## src/vepc_pkg.sv

```systemverilog
// Constants and types shared by the virtual enable power control block.
package vepc_pkg;

	localparam logic [7:0] VEPC_OFS_ADDR_CFG = 8'h2B;
	localparam logic [7:0] VEPC_OFS_BUS_BASE = 8'h32;
	localparam logic [7:0] VEPC_OFS_VID_BASE = 8'h33;
	localparam logic [7:0] VEPC_OFS_OFFSET_RB = 8'hDB;

	localparam int VEPC_SET_ENABLE = 0;
	localparam int VEPC_SET_RESTART = 1;
	localparam int VEPC_SET_CALCLR = 2;
	localparam int VEPC_SET_MEMRELOAD = 3;
	localparam int VEPC_SET_TESTRST = 4;

	localparam int VEPC_CFG_EN = 0;
	localparam int VEPC_CFG_APPLY_I2C = 1;
	localparam int VEPC_CFG_APPLY_VID = 2;

	localparam int VEPC_CFG_W = 3;
	localparam int VEPC_I2C_W = 7;
	localparam int VEPC_VID_W = 4;
	localparam int VEPC_OFS_W = 4;

	localparam logic [VEPC_CFG_W-1:0] VEPC_CFG_RESET = 3'h7;
	localparam logic [VEPC_I2C_W-1:0] VEPC_I2C_BASE_RESET = 7'h44;
	localparam logic [VEPC_VID_W-1:0] VEPC_VID_BASE_RESET = 4'h0;
	localparam logic [7:0] VEPC_READ_ZERO = 8'h00;

	typedef enum logic [2:0] {
		VEPC_ST_DISABLED = 3'h0,
		VEPC_ST_START = 3'h1,
		VEPC_ST_NVM = 3'h2,
		VEPC_ST_CALCLR = 3'h3,
		VEPC_ST_CAL = 3'h4,
		VEPC_ST_RUN = 3'h5
	} vepc_state_t;

endpackage : vepc_pkg

```

## src/vepc_addr_if.sv

```systemverilog
// Signals between the control logic and the address offset calculator.
`timescale 1ns/100ps
interface vepc_addr_if;
	logic latchOffset;
	logic [vepc_pkg::VEPC_OFS_W-1:0] senseOffset;
	logic [vepc_pkg::VEPC_CFG_W-1:0] cfg;
	logic [vepc_pkg::VEPC_I2C_W-1:0] i2cBase;
	logic [vepc_pkg::VEPC_VID_W-1:0] vidBase;
	logic [vepc_pkg::VEPC_OFS_W-1:0] offset;
	logic [vepc_pkg::VEPC_I2C_W-1:0] i2cAddr;
	logic [vepc_pkg::VEPC_VID_W-1:0] vidAddr;

	modport ctrl (
		output latchOffset,
		output senseOffset,
		output cfg,
		output i2cBase,
		output vidBase,
		input offset,
		input i2cAddr,
		input vidAddr
	);

	modport calc (
		input latchOffset,
		input senseOffset,
		input cfg,
		input i2cBase,
		input vidBase,
		output offset,
		output i2cAddr,
		output vidAddr
	);
endinterface : vepc_addr_if

```

## src/vepc_sync.sv

```systemverilog
// Two flip-flop synchroniser for a static multi-bit pin level.
`timescale 1ns/100ps
module vepc_sync #(
	parameter int WIDTH = 4
) (
	input wire logic ref_clk,
	input wire logic rst_n,
	input wire logic [WIDTH-1:0] d,
	output logic [WIDTH-1:0] q
);
	logic [WIDTH-1:0] meta_q;
	logic [WIDTH-1:0] sync_q;

	always_ff @(posedge ref_clk or negedge rst_n) begin
		if (!rst_n) begin
			meta_q <= '0;
			sync_q <= '0;
		end else begin
			meta_q <= d;
			sync_q <= meta_q;
		end
	end

	// The resistor code is static, so bits skewing by a cycle only matters before latching.
	assign q = sync_q;
endmodule : vepc_sync

```

## src/vepc_addr.sv

```systemverilog
// Address offset latch and effective bus address calculation.
`timescale 1ns/100ps
module vepc_addr (
	input wire logic ref_clk,
	input wire logic rst_n,
	vepc_addr_if.calc bus
);
	import vepc_pkg::*;

	logic [VEPC_OFS_W-1:0] offset_q;
	logic [VEPC_OFS_W-1:0] offset_d;
	logic [VEPC_I2C_W-1:0] i2cAddr_q;
	logic [VEPC_I2C_W-1:0] i2cAddr_d;
	logic [VEPC_VID_W-1:0] vidAddr_q;
	logic [VEPC_VID_W-1:0] vidAddr_d;
	logic [VEPC_OFS_W-1:0] ofsI2c;
	logic [VEPC_OFS_W-1:0] ofsVid;

	always_comb begin
		offset_d = offset_q;
		if (bus.latchOffset) begin
			offset_d = bus.cfg[VEPC_CFG_EN] ? bus.senseOffset : '0;
		end
		ofsI2c = (bus.cfg[VEPC_CFG_EN] && bus.cfg[VEPC_CFG_APPLY_I2C]) ? offset_q : '0;
		ofsVid = (bus.cfg[VEPC_CFG_EN] && bus.cfg[VEPC_CFG_APPLY_VID]) ? offset_q : '0;
		i2cAddr_d = bus.i2cBase + {3'h0, ofsI2c};
		vidAddr_d = bus.vidBase + ofsVid;
	end

	always_ff @(posedge ref_clk or negedge rst_n) begin
		if (!rst_n) begin
			offset_q <= '0;
			i2cAddr_q <= VEPC_I2C_BASE_RESET;
			vidAddr_q <= VEPC_VID_BASE_RESET;
		end else begin
			offset_q <= offset_d;
			i2cAddr_q <= i2cAddr_d;
			vidAddr_q <= vidAddr_d;
		end
	end

	assign bus.offset = offset_q;
	assign bus.i2cAddr = i2cAddr_q;
	assign bus.vidAddr = vidAddr_q;
endmodule : vepc_addr

```

## src/vepc_top.sv

```systemverilog
// Virtual enable power sequencer with address offset configuration registers.
// Contract
// - Setting byte: test, mem, cal, restart, enable.
// - Enable leaves disabled; zero enable without restart disables.
// - Restart with enable zero re-cycles power-up.
// - Calibration clear bit forces recalibration.
// - Clear bit zero keeps and skips calibration.
// - Calibrate anyway if never calibrated before.
// - Reload: POR defaults, then NVM load.
// - No reload leaves working registers untouched.
// - Test reset bit clears test registers.
// - All-zero byte disables; registers stay writable.
// - Add zero-to-fifteen offset to bus addresses.
// - Offset config register holds three flags.
// - Voltage-ID apply flag adds offset, default on.
// - I2C apply flag adds offset, default on.
// - Seven-bit I2C base, default 68.
// - Offset latched only during NVM initialisation.
`timescale 1ns/100ps
module vepc_top (
	input wire logic ref_clk,
	input wire logic rst_n,
	input wire logic powerCmdValid,
	input wire logic [7:0] powerSetting,
	input wire logic regWrEn,
	input wire logic regRdEn,
	input wire logic [7:0] regAddr,
	input wire logic [7:0] regWrData,
	output logic [7:0] regRdData,
	output logic regRdValid,
	input wire logic [vepc_pkg::VEPC_OFS_W-1:0] offsetSense,
	input wire logic nvmLoadDone,
	input wire logic calDone,
	output logic deviceDisabled,
	output logic deviceRunning,
	output logic workRegPorLoad,
	output logic nvmLoadReq,
	output logic testRegClear,
	output logic calibrationClear,
	output logic calReq,
	output logic calValid,
	output logic [vepc_pkg::VEPC_I2C_W-1:0] i2cAddr,
	output logic [vepc_pkg::VEPC_VID_W-1:0] vidAddr,
	output logic [vepc_pkg::VEPC_OFS_W-1:0] addrOffset
);
	import vepc_pkg::*;

	vepc_addr_if addrIf ();

	logic [VEPC_OFS_W-1:0] senseSync;

	vepc_sync #(
		.WIDTH(VEPC_OFS_W)
	) u_sense_sync (
		.ref_clk(ref_clk),
		.rst_n(rst_n),
		.d(offsetSense),
		.q(senseSync)
	);

	vepc_addr u_addr (
		.ref_clk(ref_clk),
		.rst_n(rst_n),
		.bus(addrIf.calc)
	);

	// Sequencer state.
	vepc_state_t state_q;
	vepc_state_t state_d;
	logic flagTest_q;
	logic flagTest_d;
	logic flagMem_q;
	logic flagMem_d;
	logic flagCal_q;
	logic flagCal_d;
	logic calOnce_q;
	logic calOnce_d;
	logic porLoad_q;
	logic porLoad_d;
	logic testClr_q;
	logic testClr_d;
	logic calClear_q;
	logic calClear_d;
	logic offsetLatch_q;
	logic offsetLatch_d;
	logic nvmReq_q;
	logic nvmReq_d;
	logic calReq_q;
	logic calReq_d;
	logic disabled_q;
	logic disabled_d;
	logic running_q;
	logic running_d;

	logic setEnable;
	logic setRestart;
	logic goUp;
	logic goDown;
	logic needCal;
	vepc_state_t calStep;

	always_comb begin
		setEnable = powerSetting[VEPC_SET_ENABLE];
		setRestart = powerSetting[VEPC_SET_RESTART];
		goUp = 1'b0;
		goDown = 1'b0;
		if (powerCmdValid) begin
			if (state_q == VEPC_ST_DISABLED) begin
				goUp = setEnable | setRestart;
			end else if (!setEnable) begin
				goUp = setRestart;
				goDown = !setRestart;
			end
		end
		needCal = flagCal_q | !calOnce_q;
		calStep = needCal ? VEPC_ST_CALCLR : VEPC_ST_RUN;

		state_d = state_q;
		flagTest_d = flagTest_q;
		flagMem_d = flagMem_q;
		flagCal_d = flagCal_q;
		calOnce_d = calOnce_q;
		porLoad_d = 1'b0;
		testClr_d = 1'b0;
		calClear_d = 1'b0;
		offsetLatch_d = 1'b0;

		if (goUp) begin
			flagTest_d = powerSetting[VEPC_SET_TESTRST];
			flagMem_d = powerSetting[VEPC_SET_MEMRELOAD];
			flagCal_d = powerSetting[VEPC_SET_CALCLR];
			state_d = VEPC_ST_START;
		end else if (goDown) begin
			state_d = VEPC_ST_DISABLED;
		end else begin
			case (state_q)
				VEPC_ST_START: begin
					porLoad_d = flagMem_q;
					testClr_d = flagTest_q;
					state_d = flagMem_q ? VEPC_ST_NVM : calStep;
				end
				VEPC_ST_NVM: begin
					if (nvmLoadDone) begin
						offsetLatch_d = 1'b1;
						state_d = calStep;
					end
				end
				VEPC_ST_CALCLR: begin
					calClear_d = 1'b1;
					state_d = VEPC_ST_CAL;
				end
				VEPC_ST_CAL: begin
					if (calDone) begin
						calOnce_d = 1'b1;
						state_d = VEPC_ST_RUN;
					end
				end
				VEPC_ST_RUN: begin
					state_d = VEPC_ST_RUN;
				end
				VEPC_ST_DISABLED: begin
					state_d = VEPC_ST_DISABLED;
				end
				default: begin
					state_d = VEPC_ST_DISABLED;
				end
			endcase
		end
		nvmReq_d = (state_d == VEPC_ST_NVM);
		calReq_d = (state_d == VEPC_ST_CAL);
		disabled_d = (state_d == VEPC_ST_DISABLED);
		running_d = (state_d == VEPC_ST_RUN);
	end

	// Reset behaves like the real enable pin: a full power-up with every option set.
	always_ff @(posedge ref_clk or negedge rst_n) begin
		if (!rst_n) begin
			state_q <= VEPC_ST_START;
			flagTest_q <= 1'b1;
			flagMem_q <= 1'b1;
			flagCal_q <= 1'b1;
			calOnce_q <= 1'b0;
			porLoad_q <= 1'b0;
			testClr_q <= 1'b0;
			calClear_q <= 1'b0;
			offsetLatch_q <= 1'b0;
			nvmReq_q <= 1'b0;
			calReq_q <= 1'b0;
			disabled_q <= 1'b0;
			running_q <= 1'b0;
		end else begin
			state_q <= state_d;
			flagTest_q <= flagTest_d;
			flagMem_q <= flagMem_d;
			flagCal_q <= flagCal_d;
			calOnce_q <= calOnce_d;
			porLoad_q <= porLoad_d;
			testClr_q <= testClr_d;
			calClear_q <= calClear_d;
			offsetLatch_q <= offsetLatch_d;
			nvmReq_q <= nvmReq_d;
			calReq_q <= calReq_d;
			disabled_q <= disabled_d;
			running_q <= running_d;
		end
	end

	// Configuration registers.
	logic [VEPC_CFG_W-1:0] cfg_q;
	logic [VEPC_CFG_W-1:0] cfg_d;
	logic [VEPC_I2C_W-1:0] i2cBase_q;
	logic [VEPC_I2C_W-1:0] i2cBase_d;
	logic [VEPC_VID_W-1:0] vidBase_q;
	logic [VEPC_VID_W-1:0] vidBase_d;
	logic [7:0] rdData_q;
	logic [7:0] rdData_d;
	logic rdValid_q;
	logic rdValid_d;

	always_comb begin
		cfg_d = cfg_q;
		i2cBase_d = i2cBase_q;
		vidBase_d = vidBase_q;
		// The POR load wins over a write in the same cycle; the NVM copy follows it anyway.
		if (porLoad_q) begin
			cfg_d = VEPC_CFG_RESET;
			i2cBase_d = VEPC_I2C_BASE_RESET;
			vidBase_d = VEPC_VID_BASE_RESET;
		end else if (regWrEn) begin
			case (regAddr)
				VEPC_OFS_ADDR_CFG: cfg_d = regWrData[VEPC_CFG_W-1:0];
				VEPC_OFS_BUS_BASE: i2cBase_d = regWrData[VEPC_I2C_W-1:0];
				VEPC_OFS_VID_BASE: vidBase_d = regWrData[VEPC_VID_W-1:0];
				default: begin
				end
			endcase
		end
		rdValid_d = regRdEn;
		rdData_d = rdData_q;
		if (regRdEn) begin
			case (regAddr)
				VEPC_OFS_ADDR_CFG: rdData_d = {5'h00, cfg_q};
				VEPC_OFS_BUS_BASE: rdData_d = {1'h0, i2cBase_q};
				VEPC_OFS_VID_BASE: rdData_d = {4'h0, vidBase_q};
				VEPC_OFS_OFFSET_RB: rdData_d = {4'h0, addrIf.offset};
				default: rdData_d = VEPC_READ_ZERO;
			endcase
		end
	end

	always_ff @(posedge ref_clk or negedge rst_n) begin
		if (!rst_n) begin
			cfg_q <= VEPC_CFG_RESET;
			i2cBase_q <= VEPC_I2C_BASE_RESET;
			vidBase_q <= VEPC_VID_BASE_RESET;
			rdData_q <= VEPC_READ_ZERO;
			rdValid_q <= 1'b0;
		end else begin
			cfg_q <= cfg_d;
			i2cBase_q <= i2cBase_d;
			vidBase_q <= vidBase_d;
			rdData_q <= rdData_d;
			rdValid_q <= rdValid_d;
		end
	end

	assign addrIf.latchOffset = offsetLatch_q;
	assign addrIf.senseOffset = senseSync;
	assign addrIf.cfg = cfg_q;
	assign addrIf.i2cBase = i2cBase_q;
	assign addrIf.vidBase = vidBase_q;

	assign regRdData = rdData_q;
	assign regRdValid = rdValid_q;
	assign deviceDisabled = disabled_q;
	assign deviceRunning = running_q;
	assign workRegPorLoad = porLoad_q;
	assign nvmLoadReq = nvmReq_q;
	assign testRegClear = testClr_q;
	assign calibrationClear = calClear_q;
	assign calReq = calReq_q;
	assign calValid = calOnce_q;
	assign i2cAddr = addrIf.i2cAddr;
	assign vidAddr = addrIf.vidAddr;
	assign addrOffset = addrIf.offset;
endmodule : vepc_top

```

## config.mk

```make
export PLATFORM = sky130hd
export DESIGN_NAME = vepc_top
export DESIGN_NICKNAME = d
export VERILOG_FILES = /design/src/vepc_pkg.sv /design/src/vepc_addr_if.sv /design/src/vepc_sync.sv /design/src/vepc_addr.sv /design/src/vepc_top.sv
export SDC_FILE = /design/constraint.sdc
export NUM_CORES = 1
export LEC_CHECK = 0
export ABC_AREA = 1
export BUFFER_PORTS_ARGS = -buffer_cell sky130_fd_sc_hd__buf_2
export CAP_MARGIN = 10
export CORE_UTILIZATION = 57
export DETAILED_ROUTE_END_ITERATION = 12
export GPL_TIMING_DRIVEN = 0
export PLACE_DENSITY_LB_ADDON = 0.08
export SLEW_MARGIN = 20
export SYNTH_ARGS = -nofsm -noshare
export SYNTH_HDL_FRONTEND = slang
export SYNTH_SLANG_ARGS = --single-unit
```

## constraint.sdc

```tcl
create_clock -name ref_clk -period 6.7 [get_ports ref_clk]
set_clock_uncertainty 0.2 [all_clocks]
set_input_delay 0 -clock ref_clk [delete_from_list [all_inputs] [get_ports ref_clk]]
set_output_delay 0 -clock ref_clk [all_outputs]
set_load 0.03 [all_outputs]
```

After elaboration in Yosys (flattened, before gate mapping)

Cells that the tools add are included.
Widths: inputs -> output; s select.

Add/subtract/negate cells: 2
Reductions and logical operators: 14
Multiplexer cells: 39
Bitwise gates (word level): 4
Equality and inequality tests: 12

Operators with widths:

| operator           | count |
|---|---|
| $pmux 7 s4         | 1 |
| $mux 3             | 9 |
| $eq 8x6->1 const B | 3 |
| $mux 4             | 6 |
| $mux 7             | 3 |
| $mux 1             | 19 |
| $pmux 3 s5         | 1 |
| $eq 3x3->1 const B | 4 |
| $eq 3x2->1 const B | 3 |
| $eq 8x8->1 const B | 1 |
| $reduce_bool 2->1  | 4 |
| $add 7x4->7        | 1 |
| $logic_not 3->1    | 2 |
| $reduce_and 2->1   | 3 |
| $add 4x4->4        | 1 |
| $reduce_and 4->1   | 1 |
| $eq 3x1->1 const B | 1 |
| $logic_and 1x1->1  | 2 |
| $logic_not 1->1    | 2 |
| $not 1->1          | 2 |
| $or 1x1->1         | 2 |

Input bits: 35
Bits in registers: 61
Logic and storage cells: 94
Output and inout bits: 32

Longest topological paths before layout

Gate-level depths: netlist of run 1.

Depth after elaboration: 8
Mapped depth: 10

Modules after synthesis

Synthesis of run 1 repeated with hierarchy kept, for this count alone.

Cell total of the unflattened synthesis: 318
Area, all modules: 2788.9 um2

By module, submodules not included:

| module    | area each (um2) | instances | cells each |
|---|---|---|---|
| vepc_top  | 1762.9          | 1         | 216 |
| vepc_addr | 825.8           | 1         | 94 |
| vepc_sync | 200.2           | 1         | 8 |

Worst setup path after synthesis of run 1

Ideal clock, no wire load.

Path kind: reg-to-reg
From: reg cfg_q[0], in the netlist addrIf.cfg[0]
To: reg u_addr.i2cAddr_q[6], in the netlist u_addr.bus.i2cAddr[6]
Arrival time: 2.006 ns
Setup slack: 4.420 ns
Period minus slack after synthesis: 2.280 ns
Cell stages (with the launch flop): 11
Path through: dfstp_2 buf_2 nand2_1 nor2_1 ha_1 inv_1 fa_1 o21ai_0 nand2_1 nor2_1 xor2_1

Cells in the longest elaborated chain, start to end: 3

Ends and longest elaborated chain:

| item                    | RTL line        | RTL |
|---|---|---|
| start, declared         | vepc_top.sv:209 | `logic [VEPC_CFG_W-1:0] cfg_q;` |
| start signal, assigned  | vepc_top.sv:259 | `cfg_q <= cfg_d;` |
| $logic_and 1x1->1       | vepc_addr.sv:24 | `ofsI2c = (bus.cfg[VEPC_CFG_EN] && bus.cfg[VEPC_CFG_APPLY_I2C]) ? offset_q : '0;` |
| $mux 4                  | vepc_addr.sv:24 |  |
| $add 7x4->7             | vepc_addr.sv:26 | `i2cAddr_d = bus.i2cBase + {3'h0, ofsI2c};` |
| via u_addr.i2cAddr_d[6] | vepc_addr.sv:13 | `logic [VEPC_I2C_W-1:0] i2cAddr_d;` |
| end signal, assigned    | vepc_addr.sv:37 | `i2cAddr_q <= i2cAddr_d;` |
| end, declared           | vepc_addr.sv:12 | `logic [VEPC_I2C_W-1:0] i2cAddr_q;` |

The timed path passes the listed nets, and every way through them passes these cells.
A chain may end at the register's enable or synchronous reset.

Worst setup path after layout of run 1

From: in regAddr[1]
To: reg i2cBase_q[3], in the netlist addrIf.i2cBase[3]

Cells in the longest elaborated chain, start to end: 3

Ends and longest elaborated chain:

| item                               | RTL line        | RTL |
|---|---|---|
| start, declared                    | vepc_top.sv:27  | `input wire logic [7:0] regAddr,` |
| $eq 8x6->1                         | vepc_top.sv:230 | `case (regAddr)` |
| $reduce_bool 2->1 (no source line) | -               |  |
| $reduce_and 2->1 (no source line)  | -               |  |
| end signal, assigned               | vepc_top.sv:260 | `i2cBase_q <= i2cBase_d;` |
| end, declared                      | vepc_top.sv:211 | `logic [VEPC_I2C_W-1:0] i2cBase_q;` |

No other way between the ends.

==> results.md, run 1 <==
- Vias in the first global route: 2536
- Dominant cell type by area after synthesis: dfrtp_1
- Critical path type: input pin to register
- Total Routed Length: 6710 microns
- CP startpoint kind: input pin
- Fin area: 0.00392 sq mm
- VDD IR-drop max: 0.231 mV
- Share of the synthesized area in the top cell type: 42.9%
- Area grow syn2layout: 37.1%
- Drt wl/cell: 13.5 microns
- Layout Cells excl Fill: 497
- Maxcap violations: 0
- Fillers: 316
- I/O Buffers: 61
- Final min period: 3010 ps
- Final Hold Viols: 0
- PD cells: 327 mW/mm^2
- Final Max Slew Viols: 0
- Initial Util: 59.7%
- H-Tree Depth: 3
- Drt first-iter violations: 152
- Worst-Skew Late Latency: 340 ps
- Nets: 469
- Gpl congestion: 0.863
- Met3 GRT Util: 5.94%
- RSZ-0062 raised after global routing: no
- Largest net degree at the start of global routing: 61
- Critical Path Fanout Max: 5
- Post-layout util: 81.9%
- Post-DP HPWL: 4220 microns
- Total track usage: 28.1%
- Fmax achieved: 332 MHz
- Post-synth EDFFs: 0
- Antenna Nets Post-Route: 0
- CTS max path bufs: 2
- Die span in y: 72.8 microns
- Initial antenna violation count: 0
- Layout cell share with drive strength beyond 1: 29.8%
- Status: finished, final reports clean
- #FFs+latches synth: 60
- First-pass GRT wire length: 11000 microns
- Area contributors post-synth: dfrtp_1, dfstp_2, nand2_1, nand3_1, inv_1
- TritonCTS clock tree: done
- Netlist cell types: 40
- Post-Syn Instances: 304
- Post-route clock period utilization: 45.0%
- Row Count: 25
- CP required: 6730 ps
- CP endpoint kind: register
- Worst Hold Class: input pin to register
- CTS Root Buffer Type: clkbuf_8
- Via/cell ratio: 5.08
- Worst Path Arrival: 3040 ps
- Pre-antenna DRT Iters: 4
- Clk sink count: 60
- Cell total after placement: 432
- Min Hold Slack: 24.0 ps
- IO Count: 67
- Vias: 2526
- Gr busiest metal: met2
- Async SR Flop Fraction: 100%
- Syn avg cell area: 9.40 sq um
- Die Width: 72.8 microns
- Total Negative Setup Slacks: 0 ps
- Global Route met1 Usage: 31.2%
- Core ar.: 0.00479 sq mm
- Ys flop type: dfrtp_1
- Max-slew headroom: 51.3%
- Die area: 0.00530 sq mm
- Synth warnings: 0
- LEAKAGE: 0.00208 uW
- Clk slew on worst S/H paths: 70 ps
- Placed Area: 0.00325 sq mm
- # DRC: 0
- Synth Net Count: 348
- # setup viols final: 0
- Mapped Area: 0.00286 sq mm
- Met2 track demand over resource: 50.8%
- Worst slew pin tran: 731 ps
- Sequential fraction of the synthesis area: 53.0%
- Buffer count from post-CTS setup fixing: 0
- Total grt overflow: 0
- Diode count: 0
- CTS buffer count: 9
-- registers in the layout, summed over array words and instances, names as in the netlist --
name	cells
addrIf.i2cBase	7
regRdData	7
u_addr.bus.i2cAddr	7
addrIf.vidBase	4
u_addr.bus.offset	4
u_addr.bus.vidAddr	4
u_sense_sync.meta_q	4
u_sense_sync.q	4
addrIf.cfg	3
state_q	3
addrIf.latchOffset	1
calReq	1
calValid	1
calibrationClear	1
deviceDisabled	1
deviceRunning	1
flagCal_q	1
flagMem_q	1
flagTest_q	1
nvmLoadReq	1
regRdValid	1
testRegClear	1
workRegPorLoad	1
-- what timing repair did --
action,4_1_cts,5_1_grt
setup endpoints to repair,0,0
gates resized for setup,0,0
hold endpoints to repair,101,0
hold buffers,49,0
-- metal layers --
layer / part of all wire [%] / vias up
met5: 0 / -
met4: 2.8 / 0
met3: 4.7 / 20
met2: 52 / 92
met1: 40 / 1196
li1: - / 1218
-- through the flow --
stage / total power, uW / worst slack [ps]
2_1_floorplan: 816 / 4420
4_1_cts: 1270 / 3730
5_1_grt: 1350 / 3600
3_3_place_gp: 924 / 4150
6_report: 1280 / 3690
3_5_place_dp: 936 / 4090
-- final timing paths --
| kind | slack (ps) | cells after the start | from | endpoint |
|---|---|---|---|---|
| max reg2reg | 3960 | 8 | state_q[2] | calValid |
| max in group asynchronous | 5750 | 2 | rst_n | u_addr.bus.i2cAddr[0] |
| max | 3690 | 12 | regAddr[1] | addrIf.i2cBase[3] |
| min reg2reg | 150 | 0 | u_sense_sync.meta_q[0] | u_sense_sync.q[0] |
| min in group asynchronous | 60 | 2 | rst_n | regRdData[0] |
| min | 20 | 7 | regAddr[3] | regRdData[3] |
-- layout by cell type, fill, tap and decap left out, types with 5 or more instances in the layout --
cell | synthesis | layout
buf_2 | 1 | 61
clkbuf_8 | 0 | 9
dfrtp_1 | 49 | 49
dfstp_2 | 11 | 11
dlygate4sd3_1 | 0 | 49
ha_1 | 7 | 7
inv_1 | 32 | 32
inv_2 | 5 | 5
nand2_1 | 69 | 69
nand2_2 | 7 | 7
nand3_1 | 31 | 31
nor2_1 | 17 | 17
nor2_2 | 9 | 9
o21ai_0 | 17 | 17
o21ai_1 | 7 | 7
-- power breakdown --
part / total, uW / switching (uW) / internal (uW)
clock network: 291 / 156 / 135
logic: 471 / 300 / 170
registers: 521 / 60.5 / 461
total: 1280 / 517 / 766
-- critical path, cell delays in order --
cell	delay (ps)
dlygate4sd3_1	530
buf_2	110
nand2_1	50
dlygate4sd3_1	560
nor2_2	190
dlygate4sd3_1	630
nand2_4	100
nor2_8	120
nor2_2	70
nand2_1	70
o21ai_1	50
dlygate4sd3_1	550
-- cell families after synthesis --
group | after synthesis | synth area share, %
simple gates | 148 | 26.5
compound gates | 37 | 7.97
other cells | 1 | 0.131
buf+inv | 42 | 5.78
xor+xnor | 7 | 2.14
flops | 60 | 53.0
fa+ha+maj | 9 | 4.46
-- layout make-up --
| cell class | instances | area [sq um] | area share [%] |
|---|---|---|---|
| tap | 67 | 83.8 | 2.14 |
| multi-input combinational | 202 | 1180 | 30.1 |
| buffer | 3 | 16.3 | 0.415 |
| clock buffer | 9 | 124 | 3.16 |
| sequential | 60 | 1520 | 38.7 |
| timing repair buffer | 110 | 798 | 20.4 |
| clock inverter | 7 | 53.8 | 1.37 |
| inverter | 39 | 149 | 3.80 |
-- Yosys cell counts, drive strengths merged, types with 2 or more instances --
cell	number
xnor2	3
nand3	33
inv	38
xor2	4
buf	2
fa	2
nor2	29
ha	7
dfstp	11
o21ai	25
nand4	3
o31ai	2
nor3	5
a21o	2
a21oi	4
dfrtp	49
nand2	78
(Power assumes the default switching activity.)
==> inputs of run 2 (changes only) <==
--- a/config.mk
+++ b/config.mk
@@ -5,10 +5,10 @@
 export SDC_FILE = /design/constraint.sdc
 export NUM_CORES = 1
 export LEC_CHECK = 0
-export ABC_AREA = 1
+export ABC_AREA = 0
 export BUFFER_PORTS_ARGS = -buffer_cell sky130_fd_sc_hd__buf_2
 export CAP_MARGIN = 10
-export CORE_UTILIZATION = 57
+export CORE_UTILIZATION = 53
 export DETAILED_ROUTE_END_ITERATION = 12
 export GPL_TIMING_DRIVEN = 0
 export PLACE_DENSITY_LB_ADDON = 0.08
==> constraint.sdc (replaced) <==
create_clock -name ref_clk -period 2.8 [get_ports ref_clk]
set_clock_uncertainty 0.2 [all_clocks]
set_input_delay 0 -clock ref_clk [delete_from_list [all_inputs] [get_ports ref_clk]]
set_output_delay 0 -clock ref_clk [all_outputs]
set_load 0.03 [all_outputs]
==> results.md, run 2 <==
- Initial Util: 56.1% (was 59.7%)
- Die span in y: 73.1 microns (was 72.8 microns)
- Critical path type: register to register (was input pin to register)
- Placed Area: 0.00307 sq mm (was 0.00325 sq mm)
- Clock share of power: 27.7% (was 22.7%)
- Syn avg cell area: 11.5 sq um (was 9.40 sq um)
- CP required: 2870 ps (was 6730 ps)
- Switching share of power: 35.1% (was 40.3%)
- Area contributors post-synth: dfrtp_1, dfstp_2, mux2i_1, ha_1, nor2_1 (was dfrtp_1, dfstp_2, nand2_1, nand3_1, inv_1)
- Worst slew pin tran: 727 ps (was 731 ps)
- R2R setup slack: 220 ps (was 3960 ps)
- P_sw: 1110 uW (was 517 uW)
- VDD IR-drop max: 0.565 mV (was 0.231 mV)
- Synth warnings: 0 (unchanged)
- Clk sink count: 60 (unchanged)
- CTS buffer count: 9 (unchanged)
- Initial antenna violation count: 0 (unchanged)
- Hold-fix buffers at CTS: 39 (was 49)
- Final Max Slew Viols: 0 (unchanged)
- Fmax achieved: 388 MHz
- Post-Syn Instances: 233 (was 304)
- Post-cts resize count: 0 (unchanged)
- Nets: 388 (was 469)
- First-pass GRT wire length: 9840 microns (was 11000 microns)
- Clk slew on worst S/H paths: 70 ps (about the same)
- # setup viols final: 0 (unchanged)
- Most common cell in the netlist: dfrtp_1 (was nand2_1)
- # DRC: 0 (unchanged)
- Maxcap violations: 0 (unchanged)
- Final min period: 2580 ps
- Drt first-iter violations: 102 (was 152)
- Mapped Area: 0.00268 sq mm (was 0.00286 sq mm)
- Drt wl/cell: 14.3 microns (was 13.5 microns)
- Async SR Flop Fraction: 100% (unchanged)
- Row Count: 25 (unchanged)
- Critical Path Fanout Max: 10 (was 5)
- Total Negative Setup Slacks: 0 ps (unchanged)
- CTS Root Buffer Type: clkbuf_8 (unchanged)
- CP endpoint kind: register (unchanged)
- Total grt overflow: 0 (unchanged)
- IO Count: 67 (unchanged)
- Most frequent cells in the layout: buf_2, dfrtp_1, dlygate4sd3_1 (was nand2_1, buf_2, dfrtp_1, dlygate4sd3_1, inv_1)
- Post-DP HPWL: 3670 microns (was 4220 microns)
- CP startpoint kind: register (was input pin)
- Ys flop type: dfrtp_1 (unchanged)
- RR Endpoint: u_addr.bus.i2cAddr[6] (was calValid)
- Antenna Nets Post-Route: 0 (unchanged)
- Status: finished, final reports clean (unchanged)
- Synth Net Count: 277 (was 348)
- Post-route clock period utilization: 92.2%
- LEAKAGE: 0.00190 uW (was 0.00208 uW)
- H-Tree Depth: 3 (unchanged)
- Share of the synthesized area in the top cell type: 45.7% (was 42.9%)
- P_int: 2050 uW (was 766 uW)
- Netlist cell types: 47 (was 40)
- Total Routed Length: 5960 microns (was 6710 microns)
- Max-slew headroom: 51.5% (was 51.3%)
- Worst-Skew Late Latency: 340 ps (about the same)
- Core ar.: 0.00479 sq mm (unchanged)
- Sequential share of power: 37.7% (was 40.6%)
- Area grow syn2layout: 37.5% (was 37.1%)
- Sequential fraction of the synthesis area: 56.5% (was 53.0%)
- Worst flop-to-flop path startpoint: addrIf.cfg[0] (was state_q[2])
- RSZ-0062 raised after global routing: no (unchanged)
- PD cells: 854 mW/mm^2 (was 327 mW/mm^2)
- TritonCTS clock tree: done (unchanged)
- Total track usage: 25.2% (was 28.1%)
- Die area: 0.00535 sq mm (was 0.00530 sq mm)
- Worst Path Arrival: 2650 ps (was 3040 ps)
- Dominant cell type by area after synthesis: dfrtp_1 (unchanged)
- Worst reg2reg path depth: 9 (was 8)
- Buffer count from post-CTS setup fixing: 0 (unchanged)
- #FFs+latches synth: 60 (unchanged)
- Via/cell ratio: 5.18 (was 5.08)
- Fin area: 0.00369 sq mm (was 0.00392 sq mm)
- Die Width: 73.1 microns (was 72.8 microns)
- Combinational share of power: 34.6% (was 36.7%)
- Diode count: 0 (unchanged)
- Layout cell share with drive strength beyond 1: 27.8% (was 29.8%)
- Largest net degree at the start of global routing: 61 (unchanged)
- I/O Buffers: 61 (unchanged)
- Pre-antenna DRT Iters: 4 (unchanged)
- Final Hold Viols: 0 (unchanged)
- Post-synth top cells: dfrtp_1, nor2_1, inv_1 (was nand2_1, dfrtp_1, inv_1)
- Gpl congestion: 0.792 (was 0.863)
- Vias: 2153 (was 2526)
- Worst Hold Class: input pin to asynchronous set/reset pin (was input pin to register)
- Post-synth EDFFs: 0 (unchanged)
- Vias in the first global route: 2220 (was 2536)
- Most common cell after layout, fill and taps aside: buf_2 (was nand2_1)
- CTS max path bufs: 2 (unchanged)
## run 2: changes by cell type after synthesis, moves of 6 or more
cell	previous run	this run
o21ai_1	7	0
and3_1	0	7
nor2_2	9	1
nand2_1	69	7
o21ai_0	17	4
mux2i_1	0	10
a21oi_1	2	8
nor2b_1	0	10
nand2_2	7	0
inv_1	32	12
nand3_1	31	10
## run 2: worst max path at each step
stage	from	end	slack (ps)	depth (start not counted)
floorplan	addrIf.cfg[0]	u_addr.bus.i2cAddr[6]	530	9
global placement	addrIf.cfg[0]	u_addr.bus.i2cAddr[6]	290	9
detailed placement	addrIf.cfg[0]	u_addr.bus.i2cAddr[6]	250	9
CTS	addrIf.cfg[0]	u_addr.bus.i2cAddr[6]	220	9
global route	addrIf.cfg[0]	u_addr.bus.i2cAddr[6]	10	9
finish	addrIf.cfg[0]	u_addr.bus.i2cAddr[6]	220	9
## run 2: per-stage QoR
step	hold slack, ps	util, %	std cells	setup slack, ps	total power (uW)
3_5_place_dp	-92.9	64.2	361	246	2200
2_1_floorplan	-496	-	233	531	1900
3_3_place_gp	-92.4	64.2	361	288	2180
4_1_cts	73.2	77.1	416	215	3170
6_report	80.3	77.1	416	220	3150
5_1_grt	81.0	77.1	416	13.9	3330
## run 2: kinds of logic after synthesis
kind of cell             share of synthesized area [%]
AND/OR/NAND/NOR                                   17.1
flip-flops                                        56.5
AO/OA/AOI/OAI                                     10.3
buffers and inverters                             3.64
multiplexers                                      4.99
adder cells (fa/ha/maj)                           4.76
XOR/XNOR                                          2.61
other                                            0.140
## run 2: routing by layer
| metal | global-route usage [%] | routed length, microns |
|---|---|---|
| met5 | 0 | 0 |
| met4 | 10.5 | 104 |
| met3 | 7.87 | 289 |
| met2 | 43.7 | 3070 |
| met1 | 28.8 | 2490 |
## run 2: power groups by stage
stage	combinational (uW)	sequential, uW	clock [uW]
global placement	980	1200	0
detailed placement	996	1200	0
global route	1190	1210	929
finish	1090	1190	872
floorplan	474	1430	0
CTS	1090	1190	884
## run 2: worst max-delay path: stages (launching register included)
cell and delay, ps:
dfstp_2 570, clkbuf_1 340, and3_1 220, ha_1 160
inv_1 60, fa_1 410, nor2b_1 140, o21a_1 150
o211ai_1 100, xnor2_1 160
## run 2: final cells by class
class	count	area (sq um)
buffer	10	52.6
clock buffer	10	138
clock inverter	6	87.6
fill	346	1100
inverter	12	45.0
multi-input combinational	151	1070
sequential	60	1520
tap	67	83.8
timing repair buffer	100	698
